`src/ilso_params.svh`:
```
// constants and rule overview for the inrush limit select and oring block
// Overview of operation
// RULE1: boost forces full-scale code during inrush
// RULE2: inrush ends when current drops below limit
// RULE3: programmed limit holds while channel stays enabled
// RULE4: all-ones code always gives maximum limit
// RULE5: boost clear: programmed code applies, 0111 sixty
// RULE6: code 0101 gives fifty percent after inrush
// RULE7: code in reg0[3:0], boost reg6[4]
// RULE8: gate high above upper oring threshold
// RULE9: gate low below lower threshold, else hold
// RULE10: oring enable clear turns gate drive off
// RULE11: full-scale code applies full fast-trip, pass off
// RULE12: inrush flag set on enable rise, cleared
`ifndef ILSO_PARAMS_SVH
`define ILSO_PARAMS_SVH
`define ILSO_CODE_W 4
`define ILSO_CODE_FULL 4'hf
`define ILSO_CODE_SIXTY 4'h7
`define ILSO_CODE_FIFTY 4'h5
`define ILSO_CODE_LSB 0
`define ILSO_CODE_MSB 3
`define ILSO_BOOST_BIT 4
`define ILSO_REG_W 8
`define ILSO_SYNC_W 5
`define ILSO_SYNC_EN 4
`define ILSO_SYNC_BELOW 3
`define ILSO_SYNC_TRIP 2
`define ILSO_SYNC_HI 1
`define ILSO_SYNC_LO 0
`define ILSO_FLAG_RST 1'b0
`define ILSO_THR_RST 8'h00
`endif

```
`src/ilso_pkg.sv`:
```
// types for the inrush limit select and oring block
package ilso_pkg;
    typedef struct packed {
        logic [3:0] limit_code;
        logic [3:0] trip_code;
    } ilso_thr_t;
    typedef enum logic [1:0] {
        ILSO_OFF = 2'b00,
        ILSO_INRUSH = 2'b01,
        ILSO_RUN = 2'b10
    } ilso_state_t;
endpackage : ilso_pkg

```
`src/ilso_oring.sv`:
```
// oring hysteresis controller for the blocking gate
`timescale 1ns/1ps
module ilso_oring (
    // clock and reset
    input wire logic clk,
    input wire logic rst,
    // synchronised comparator flags, and the enable, a register bit taken unsynced
    input wire logic diff_above_hi,
    input wire logic diff_below_lo,
    input wire logic oring_enable,
    // gate drive
    output logic blocking_gate_drive
);
    logic gate_ff;
    logic nxt_gate;

    // above upper sets, below lower clears, between holds
    assign nxt_gate = !oring_enable ? 1'b0 :                    // RULE10
                      diff_above_hi ? 1'b1 :                    // RULE8
                      diff_below_lo ? 1'b0 : gate_ff;           // RULE9

    // gate state register
    always_ff @(posedge clk or posedge rst) begin
        if (rst) gate_ff <= 1'b0;
        else gate_ff <= nxt_gate;
    end

    assign blocking_gate_drive = gate_ff;
endmodule : ilso_oring

```
`src/ilso_top.sv`:
```
// threshold code select and oring gate control for one 12 v channel
`timescale 1ns/1ps
`include "ilso_params.svh"
module ilso_top (
    // clock and reset
    input wire logic clk,
    input wire logic rst,
    // configuration register images
    input wire logic [7:0] limit_code_register,
    input wire logic [7:0] boost_config_register,
    input wire logic oring_enable,
    // channel control and analog comparator flags (asynchronous)
    input wire logic channel_enable,
    input wire logic below_limit,
    input wire logic over_fast_trip,
    input wire logic diff_above_hi,
    input wire logic diff_below_lo,
    // outputs
    output ilso_pkg::ilso_thr_t thr_out,
    output logic inrush_active,
    output logic pass_gate_drive,
    output logic blocking_gate_drive
);
    import ilso_pkg::*;

    // raw pin-domain flags, one bit each, positions from the header
    wire [`ILSO_SYNC_W-1:0] flag_raw;
    // the same flags after both synchroniser stages
    wire [`ILSO_SYNC_W-1:0] flag_s;

    // enable history for the rising-edge detector
    logic en_d_ff;
    logic nxt_en_d;

    // inrush phase tracking
    ilso_state_t state_ff;
    ilso_state_t nxt_state;

    // threshold codes for the regulation loop and the fast-trip compare
    // travel together as one struct
    ilso_thr_t thr_ff;
    ilso_thr_t nxt_thr;

    // pass gate drive
    logic pass_ff;
    logic nxt_pass;

    // inrush indication
    logic inr_ff;
    logic nxt_inr;

    // current-limit field of a register image; kept in one place so a
    // moved field changes one line
    function automatic logic [`ILSO_CODE_W-1:0] code_field(
        input logic [`ILSO_REG_W-1:0] img
    );
        code_field = img[`ILSO_CODE_MSB:`ILSO_CODE_LSB];
    endfunction : code_field

    // code for one threshold: full scale only in a boosted inrush;
    // an all-ones code is full scale anyway, so the boost is moot there
    function automatic logic [`ILSO_CODE_W-1:0] pick_code(
        input logic [`ILSO_CODE_W-1:0] prog,
        input logic boost_on,
        input logic inrush_on
    );
        if (boost_on && inrush_on) begin
            pick_code = `ILSO_CODE_FULL; // RULE1
        end else begin
            pick_code = prog; // RULE5 RULE6 RULE4
        end
    endfunction : pick_code

    // gather the asynchronous flags; only the synchroniser reads these
    assign flag_raw[`ILSO_SYNC_EN] = channel_enable;
    assign flag_raw[`ILSO_SYNC_BELOW] = below_limit;
    assign flag_raw[`ILSO_SYNC_TRIP] = over_fast_trip;
    assign flag_raw[`ILSO_SYNC_HI] = diff_above_hi;
    assign flag_raw[`ILSO_SYNC_LO] = diff_below_lo;

    // two flops per flag; flags are synced one by one, so two pins that
    // move together may land a clock apart, which every path here takes
    genvar gi;
    generate
        for (gi = 0; gi < `ILSO_SYNC_W; gi = gi + 1) begin : g_sync
            logic meta_ff;
            logic sync_ff;
            // stage one is read by stage two and nothing else
            always_ff @(posedge clk or posedge rst) begin
                if (rst) begin
                    meta_ff <= `ILSO_FLAG_RST;
                    sync_ff <= `ILSO_FLAG_RST;
                end else begin
                    meta_ff <= flag_raw[gi];
                    sync_ff <= meta_ff;
                end
            end
            assign flag_s[gi] = sync_ff;
        end
    endgenerate

    // synced flags under their own names; everything below reads only
    // these, never the raw pins
    wire en_s = flag_s[`ILSO_SYNC_EN];
    wire below_s = flag_s[`ILSO_SYNC_BELOW];
    wire trip_s = flag_s[`ILSO_SYNC_TRIP];
    wire hi_s = flag_s[`ILSO_SYNC_HI];
    wire lo_s = flag_s[`ILSO_SYNC_LO];

    // enable edge detect; history resets low, the idle level of the pin,
    // so no false edge follows reset
    wire en_rise = en_s && !en_d_ff;
    assign nxt_en_d = en_s;

    // register field decode; the images are on this clock, so no sync
    wire [`ILSO_CODE_W-1:0] prog_code =
        code_field(limit_code_register); // RULE7
    wire boost = boost_config_register[`ILSO_BOOST_BIT]; // RULE7

    // phase decode shared by both threshold codes
    wire in_inrush = (state_ff == ILSO_INRUSH);

    // inrush phase tracking; every fresh enable starts a new inrush
    always_comb begin
        nxt_state = state_ff;
        unique case (state_ff)
            ILSO_OFF: begin
                if (en_rise) nxt_state = ILSO_INRUSH; // RULE12
            end
            ILSO_INRUSH: begin
                if (!en_s) nxt_state = ILSO_OFF; // RULE12
                else if (below_s) nxt_state = ILSO_RUN; // RULE2
            end
            // below_limit is not looked at here: no way back to full scale
            ILSO_RUN: begin
                if (!en_s) nxt_state = ILSO_OFF; // RULE3
            end
            // the fourth code is never entered; recover to off
            default: begin
                nxt_state = ILSO_OFF;
            end
        endcase
    end

    // both thresholds follow one code; limit and trip never split
    always_comb begin
        nxt_thr.limit_code = pick_code(prog_code, boost, in_inrush); // RULE2
        nxt_thr.trip_code = pick_code(prog_code, boost, in_inrush); // RULE11
    end

    // pass gate on while enabled, off at once on a fast trip; the slow
    // turn-on after a trip belongs to the analog loop, not to this logic
    assign nxt_pass = en_s && !trip_s; // RULE11

    // inrush flag carries the state that this edge will load
    assign nxt_inr = (nxt_state == ILSO_INRUSH); // RULE12

    // enable history register; one clock behind the synced enable
    always_ff @(posedge clk or posedge rst) begin
        if (rst) begin
            en_d_ff <= `ILSO_FLAG_RST;
        end else begin
            en_d_ff <= nxt_en_d;
        end
    end

    // inrush phase register; off through reset, and only a synced
    // enable rise leaves off
    always_ff @(posedge clk or posedge rst) begin
        if (rst) begin
            state_ff <= ILSO_OFF;
        end else begin
            state_ff <= nxt_state;
        end
    end

    // threshold code register; codes move one edge after the state,
    // so the analog side never sees a code ahead of its phase
    always_ff @(posedge clk or posedge rst) begin
        if (rst) begin
            thr_ff <= `ILSO_THR_RST;
        end else begin
            thr_ff <= nxt_thr;
        end
    end

    // pass gate drive register; low through reset so the channel
    // stays off until the synced enable arrives
    always_ff @(posedge clk or posedge rst) begin
        if (rst) begin
            pass_ff <= `ILSO_FLAG_RST;
        end else begin
            pass_ff <= nxt_pass;
        end
    end

    // inrush indication register; loaded with the state, so the two
    // never disagree
    always_ff @(posedge clk or posedge rst) begin
        if (rst) begin
            inr_ff <= `ILSO_FLAG_RST;
        end else begin
            inr_ff <= nxt_inr;
        end
    end

    // oring hysteresis on the synced flags; its enable is a register
    // bit on this clock and goes in unsynced
    ilso_oring u_oring (
        .clk(clk),
        .rst(rst),
        .diff_above_hi(hi_s),
        .diff_below_lo(lo_s),
        .oring_enable(oring_enable),
        .blocking_gate_drive(blocking_gate_drive)
    );

    // outputs straight from their flops
    assign thr_out = thr_ff;
    assign inrush_active = inr_ff;
    assign pass_gate_drive = pass_ff;
endmodule : ilso_top

```
`config.mk`:
```
export PLATFORM = sky130hd
export DESIGN_NAME = ilso_top
export DESIGN_NICKNAME = d
export VERILOG_FILES = /design/src/ilso_pkg.sv /design/src/ilso_oring.sv /design/src/ilso_top.sv
export VERILOG_INCLUDE_DIRS = /design/src
export SDC_FILE = /design/constraint.sdc
export NUM_CORES = 1
export LEC_CHECK = 0
export ABC_AREA = 1
export ABC_CLOCK_PERIOD_IN_PS = 1200
export BUFFER_PORTS_ARGS = -buffer_cell sky130_fd_sc_hd__buf_2
export CAP_MARGIN = 20
export CORE_MARGIN = 2
export CORE_UTILIZATION = 41
export DETAILED_ROUTE_END_ITERATION = 10
export PLACE_DENSITY_LB_ADDON = 0.3
export SYNTH_ARGS = -nofsm -noshare
export SYNTH_HDL_FRONTEND = slang
export SYNTH_SLANG_ARGS = --single-unit
```
`constraint.sdc`:
```
create_clock -name clk -period 1.2 [get_ports clk]
set_clock_uncertainty 0.1 [all_clocks]
set_input_delay 0.12 -clock clk [delete_from_list [all_inputs] [get_ports clk]]
set_output_delay 0.12 -clock clk [all_outputs]
set_load 0.02 [all_outputs]
```
# ---- Yosys cells after proc, flatten, opt, wreduce, memory -nomap -nowiden
# Index checks and enable logic that the tools add are counted.
dict set report op_classes {
  n_eq_ne 4
  muxes 9
  reduce_logical 6
}
# op count
set ops {}
lappend ops {{$mux W2} 4}
lappend ops {{$pmux W2 S3} 1}
lappend ops {{$eq A2 B1 Y1 const B} 2}
lappend ops {{$mux W4} 1}
lappend ops {{$logic_and A1 B1 Y1} 3}
lappend ops {{$mux W1} 3}
lappend ops {{$ne A3 B1 Y1 const B} 1}
lappend ops {{$eq A2 B2 Y1 const B} 1}
lappend ops {{$logic_not A1 Y1} 2}
lappend ops {{$logic_not A2 Y1} 1}
dict set report word_totals {
  register_bits 20
  inputBits 24
  elab_cells 35
}

# ---- Logic depth before layout (Yosys ltp)
# Gate-level depths: netlist (run 1).
dict set report depth {
  word_depth 5
  depth_mapped 4
  mapped_depth_nobuf 4
}

# ---- Cells and area by module
# Synthesis (run 1) repeated with hierarchy kept, for this count alone.
dict set report unflattened {
  cells_unflattened 53
  area_unflattened_um2 654.4
}
# mod instances cells_each area_each_um2 seq_area_each_um2
set by_module_without_submodules {}
lappend by_module_without_submodules {ilso_top 1 46 601.8 475.5}
lappend by_module_without_submodules {ilso_oring 1 7 52.6 25.0}

# ---- Least setup slack after synthesis (run 1)
# No wires, ideal clock.
dict set report synth_path {
  kind {register -> register}
  start {reg, netlist name u_oring.blocking_gate_drive}
  end {reg u_oring.gate_ff, in the netlist u_oring.blocking_gate_drive}
  setup_time_ns 0.118
  arrival_time_ns 0.631
  required_time_ns 0.982
  slack_ns 0.351
  path_stages_with_launch 3
  path_buffers 0
  cell_sequence {dfrtp_1 a21oi_1 nor2_1}
}
# item line_no
set synth_lines {}
lappend synth_lines {{end signal, assigned} ilso_oring.sv:25} ;# else gate_ff <= nxt_gate;
lappend synth_lines {{end, declared} ilso_oring.sv:14} ;# logic gate_ff;

# ---- Worst setup path after layout (run 1)
dict set report layout_path {
  start {reg u_oring.gate_ff, in the netlist u_oring.blocking_gate_drive}
  end {out blocking_gate_drive}
}
# item line_no
set layout_lines {}
lappend layout_lines {{end, declared} ilso_top.sv:22} ;# output logic blocking_gate_drive
# No word-level cell between the ends.

==> results of run 1 <==
==> worst max-delay path by stage <==
stage	from	end	slack (ns)	cells after the start
floorplan	u_oring.blocking_gate_drive	u_oring.blocking_gate_drive	0.35	2
global placement	state_ff[1]	thr_out[2]	0.35	3
detailed placement	state_ff[1]	thr_out[0]	0.31	3
CTS	u_oring.blocking_gate_drive	blocking_gate_drive	0.14	1
global route	thr_out[0]	thr_out[0]	0.10	1
finish	u_oring.blocking_gate_drive	blocking_gate_drive	0.15	1
==> state kept, by name (all words and copies together), names as in the netlist <==
| register | count |
|---|---|
| below_s | 1 |
| en_d_ff | 1 |
| en_s | 1 |
| g_sync.meta_ff | 5 |
| g_sync.sync_ff | 3 |
| inrush_active | 1 |
| pass_gate_drive | 1 |
| state_ff | 2 |
| thr_out | 4 |
| u_oring.blocking_gate_drive | 1 |
==> kinds of logic after synthesis <==
kind of cell,Yosys count
AOI/OAI and AO/OA,3
DFF,20
and+or+nand+nor,13
buffers and inverters,15
==> cells in the final DEF, fill, tap and decap left out, types with 2 or more instances in the layout <==
cell,n
a21oi_1,2
nand3_1,2
dfrtp_1,20
buf_2,23
nand2_1,6
inv_1,11
dlygate4sd3_1,11
clkbuf_4,3
nor2_1,3
==> stage by stage <==
stage	cell area, um2	worst slack, ns	hold WS, ns	cells	utilization [%]
finish	888	0.154	0.0602	101	59.7
global route	888	0.104	0.0787	101	59.7
global placement	756	0.346	0.0478	87	50.8
detailed placement	756	0.308	0.0515	87	50.8
CTS	888	0.136	0.0483	101	59.7
floorplan	643	0.351	-0.0162	51	-
==> power groups by stage <==
stage          Combinational (W)  Sequential (W)  Clock (W)
4_1_cts                 0.000158        0.000732   0.000306
6_report                0.000156        0.000731   0.000284
5_1_grt                 0.000171        0.000736   0.000330
2_1_floorplan          0.0000649        0.000766          0
3_3_place_gp            0.000126        0.000742          0
3_5_place_dp            0.000130        0.000745          0
==> routing by layer <==
metal | up-vias | GRT usage, %
met5 | - | 0
met4 | 0 | 10.9
met3 | 2 | 5.00
met2 | 13 | 20.6
met1 | 201 | 13.6
li1 | 218 | -
==> worst min-delay path, cell delays in order <==
cell and delay, ns:
buf_2 0.10, nand3_1 0.13, nand2_1 0.06
==> timing repair <==
action | in CTS | in global routing
hold buffers | 11 | 0
endpoints found under the hold margin | 30 | 0
gates resized for setup | 0 | 0
==> area by class of cell <==
type / count / area (um2) / share of cell area, %
Sequential cell: 20 / 500 / 56.3
Timing Repair Buffer: 35 / 233 / 26.2
Multi-Input combinational cell: 16 / 71.3 / 8.03
Inverter: 11 / 41.3 / 4.65
Clock buffer: 3 / 22.5 / 2.54
Tap cell: 16 / 20.0 / 2.25
==> impl_metrics.ini, run 1 <==
[clock_tree]
cts_max_level = 1
clock-sinks = 20
cts_tree = built
root_buffer = clkbuf_4
cts_buffers = 3
post_cts_buffers = 0
clockBufferDepth = 2
path_clk_slew_ns = 0.09
clk_latency_ns = 0.28

[drt]
totalWireLength_um = 968
dr_total_vias = 434
drc = 0
drt_iter0_markers = 0
wl_met2_um = 513
ant_nets = 0
topRoutingLayerUsed = met4
via_per_inst = 4.30
wl_met1_um = 382
firstDrtPassIters = 1
dr_wl_met3_um = 54
routedWlPerCell_um = 9.58

[outcome]
status = finished clean

[floorplanning]
die_w_um = 43.6
num_io_pins = 35
rows = 14
initial_utilization_pct = 43.2
core_um2 = 1490
die_h_um = 43.6
dieArea_um2 = 1900

[worst_setup_path]
crit_chain = buf_2
cpLargestDelayFamily = flip-flops
critPathMaxStageDelay_ns = 0.39
crit-reg2reg-launch = state_ff[1]
cp_num_buf_inv = 1
arrival_ns = 0.83
worstSetupPathType = register to output pin
ff2ff_path_depth = 3
start_kind = register
required_ns = 0.98
r2r-end = thr_out[0]
crit_slowest_cell = dfrtp_1
worstSetupEndpointType = output pin
cp_max_fo = 2
reg2reg_slack_ns = 0.29

[worst_hold_path]
holdPathStages = 3
min_path_type = input pin to register
min_from = boost_config_register[4]
min_delay_worst_endpoint = thr_out[2]

[timing]
setup_viol = 0
rsz0062_at_grt = false
slew_viol_final = 0
period_needed_ns = 1.05
hold_violations = 0
min_period_over_period_pct = 87.2
tightest_slew_ns = 0.242
final.setup.tns_ns = 0
fmax_mhz = 956
relSlewSlack_pct = 83.9

[yosys]
async_flop_share_pct = 100
synth.ff_latch_count = 20
yosys.area.top_type_share_pct = 77.8
synth.distinct_cells = 10
syn-instance-count = 51
synthAdderAreaFrac_pct = 0
synth_common_cells = dfrtp_1, inv_1, nand2_1, buf_4, nor2_1
synth_area_leader_cell = dfrtp_1
synth_top_family_by_area = buffers and inverters
netlist_area_um2 = 643
synthXorXnorAreaFrac_pct = 0
synth_compound_area_share_pct = 2.33
syn_nets = 75
ys.flop_type = dfrtp_1
synth.avg_cell_area_um2 = 12.6
synth_seq_area_share_pct = 77.8
synth.area.top_cells = dfrtp_1, inv_1, buf_4
synth.area.mux_share_pct = 0
yosysMostFrequentCell = dfrtp_1
ys_warn_count = 0
synth_edf_count = 0
yosys.area_share.simple_pct = 8.75

[finish]
drive_gt1_share_pct = 32.9
antenna_cells = 0
fin_nets = 111
syn_to_final_growth_pct = 38.1
fillers = 126

[pwr]
peakVddDrop_mv = 0.730
internal_power_w = 0.000900
sw_frac_of_total_pct = 23.1
p_clk_share_pct = 24.2
p_sw_w = 0.000270
total_power_w = 0.00117
combPwrFrac_pct = 13.3
power_density_nw_per_um2 = 1320
leakagePower_nw = 0.488
p_seq_share_pct = 62.4

[global_routing]
grt_pass1_vias = 419
grt_pass1_wl_mm = 1.68
grt_usage_pct = 13.1
grt_overflow = 0
antenna_found_initial = 0
grt_max_degree = 21

[placement]
place_hpwl_um = 686
gp_congestion = 0.641
io_buffers = 23

[job]
drv_cap = 0
(Power assumes the default switching activity.)
==> run 2, diff against run 1 <==
--- a/config.mk
+++ b/config.mk
@@ -10,8 +10,10 @@
 export ABC_CLOCK_PERIOD_IN_PS = 1200
 export BUFFER_PORTS_ARGS = -buffer_cell sky130_fd_sc_hd__buf_2
 export CAP_MARGIN = 20
+export CELL_PAD_IN_SITES_DETAIL_PLACEMENT = 1
+export CELL_PAD_IN_SITES_GLOBAL_PLACEMENT = 1
 export CORE_MARGIN = 2
-export CORE_UTILIZATION = 41
+export CORE_UTILIZATION = 31
 export DETAILED_ROUTE_END_ITERATION = 10
 export PLACE_DENSITY_LB_ADDON = 0.3
 export SYNTH_ARGS = -nofsm -noshare
==> run 2 against run 1 <==
Total power increased by 22%. Register-to-register slack got worse by 0.02 ns. Core utilization decreased by 12 points. Combinational power about the same. Non-clock buffer count unchanged. Sequential share of layout area decreased by 2.6 points. Critical path depth unchanged.
==> impl_metrics.ini, run 2 (synthesis gave the netlist of run 1 again) <==
[clock_tree]
cts_buffers = 3
clockBufferDepth = 2
cts_max_level = 1
cts_tree = built
path_clk_slew_ns = 0.11
post_cts_buffers = 0
root_buffer = clkbuf_4
ctsResizeCount = 0
clock-sinks = 20
clk_latency_ns = 0.30

[finish]
antenna_cells = 0
ff_latch_area_um2 = 500
largest_register_ffs = 5
fin_nets = 111
top_register = g_sync.meta_ff
mostFrequentLayoutCells = buf_2, dfrtp_1, inv_1, dlygate4sd3_1, nand2_1
multi_input_comb_area_um2 = 71.3
fillers = 237
final_core_util_pct = 47.5
drive_gt1_share_pct = 33.7
layout_commonest_cell = buf_2
syn_to_final_growth_pct = 44.9
design_area_um2 = 932

[worst_setup_path]
cp_max_fo = 2
worstSetupPathDepth = 1
start_kind = register
cp_num_buf_inv = 1
critPathMaxStageDelay_ns = 0.40
endpoint = thr_out[0]
worstSetupPathType = register to output pin
crit-reg2reg-launch = state_ff[1]
startpoint = thr_out[0]
cpLargestDelayFamily = flip-flops
worstSetupEndpointType = output pin
required_ns = 0.98
ff2ff_path_depth = 3
r2r-end = thr_out[0]
reg2reg_slack_ns = 0.27
crit_chain = buf_2
crit_slowest_cell = dfrtp_1
arrival_ns = 0.86

[timing]
rsz0062_at_grt = false
whs_ns = 0.0581
hold_violations = 0
final.setup.tns_ns = 0
slew_viol_final = 0
fmax_mhz = 927
tightest_slew_ns = 0.255
relSlewSlack_pct = 83.0
period_needed_ns = 1.08
min_period_over_period_pct = 89.9
setup_viol = 0

[worst_hold_path]
min_path_type = input pin to register

[pwr]
power_density_nw_per_um2 = 1530
peakVddDrop_mv = 0.694
leakagePower_nw = 0.502
total_power_w = 0.00143

[floorplanning]
initial_utilization_pct = 32.8
die_w_um = 49.5
core_um2 = 1960
num_io_pins = 35
dieArea_um2 = 2450
die_h_um = 49.5
rows = 16

[placement]
place_hpwl_um = 794
gp_congestion = 0.729
io_buffers = 23
place_area_um2 = 769

[global_routing]
antenna_found_initial = 0
grt_pass1_wl_mm = 2.10
grt_overflow = 0
grt_pass1_vias = 469
grt_usage_pct = 11.8
grt_max_degree = 15

[drt]
totalWireLength_mm = 1.18
firstDrtPassIters = 2
ant_nets = 0
via_per_inst = 3.99
dr_total_vias = 451
routedWlPerCell_um = 10.4
drc = 0
drt_iter0_markers = 2

[job]
drv_cap = 0

[outcome]
status = finished clean
run 2: cell types whose count changed in the layout (fill, tap and decap cells not counted), sizes merged:
cell,before,now
bufinv,0,1
run 2: stage by stage:
step                      cells  setup slack [ns]
final                       113             0.121
after CTS                   113             0.106
after floorplan              51             0.351
after global routing        113            0.0775
after global placement       98             0.330
after detailed placement     98             0.289
run 2: worst min path at each step:
stage	from	to	slack [ns]	depth (start not counted)
2_1_floorplan	rst	below_s	-0.02	1
3_3_place_gp	rst	g_sync[0].meta_ff	-0.06	2
3_5_place_dp	rst	g_sync[1].meta_ff	-0.04	2
4_1_cts	boost_config_register[4]	thr_out[2]	0.05	3
5_1_grt	boost_config_register[4]	thr_out[1]	0.07	3
6_report	boost_config_register[4]	thr_out[2]	0.06	3
run 2: power by group:
group	leakage, nW	internal (W)	switching, W
clock network	0.0279	0.000337	0.000201
logic	0.235	0.0000694	0.0000870
registers	0.239	0.000714	0.0000189
total	0.502	0.00112	0.000307
run 2: worst register-to-register path: cells and delay by family, from the launching register on:
| family | cells | cell delay [ns] |
|---|---|---|
| simple gates | 2 | 0.27 |
| flops | 1 | 0.40 |
| buf+inv | 1 | 0.12 |
run 2: routing by layer:
metal  GRT usage [%]  up-vias  part of all wire, %
met1            12.4      220                   37
li1                -      217                    -
met3            3.64        4                  2.8
met4            6.94        0                  2.9
met5               0        -                    0
met2            20.7       10                   57
run 2: repair_timing:
| action | CTS | global route |
|---|---|---|
| hold endpoints to repair | 30 | 0 |
| hold buffers | 11 | 0 |
| endpoints found under the setup margin | 0 | 0 |
run 2: cell type report:
cell class                      count  share of cell area [%]
Sequential cell                    20                    53.7
Timing Repair Buffer               35                    25.0
Multi-Input combinational cell     16                    7.65
Inverter                           11                    4.43
Tap cell                           27                    3.62
Clock inverter                      1                    3.22
Clock buffer                        3                    2.42
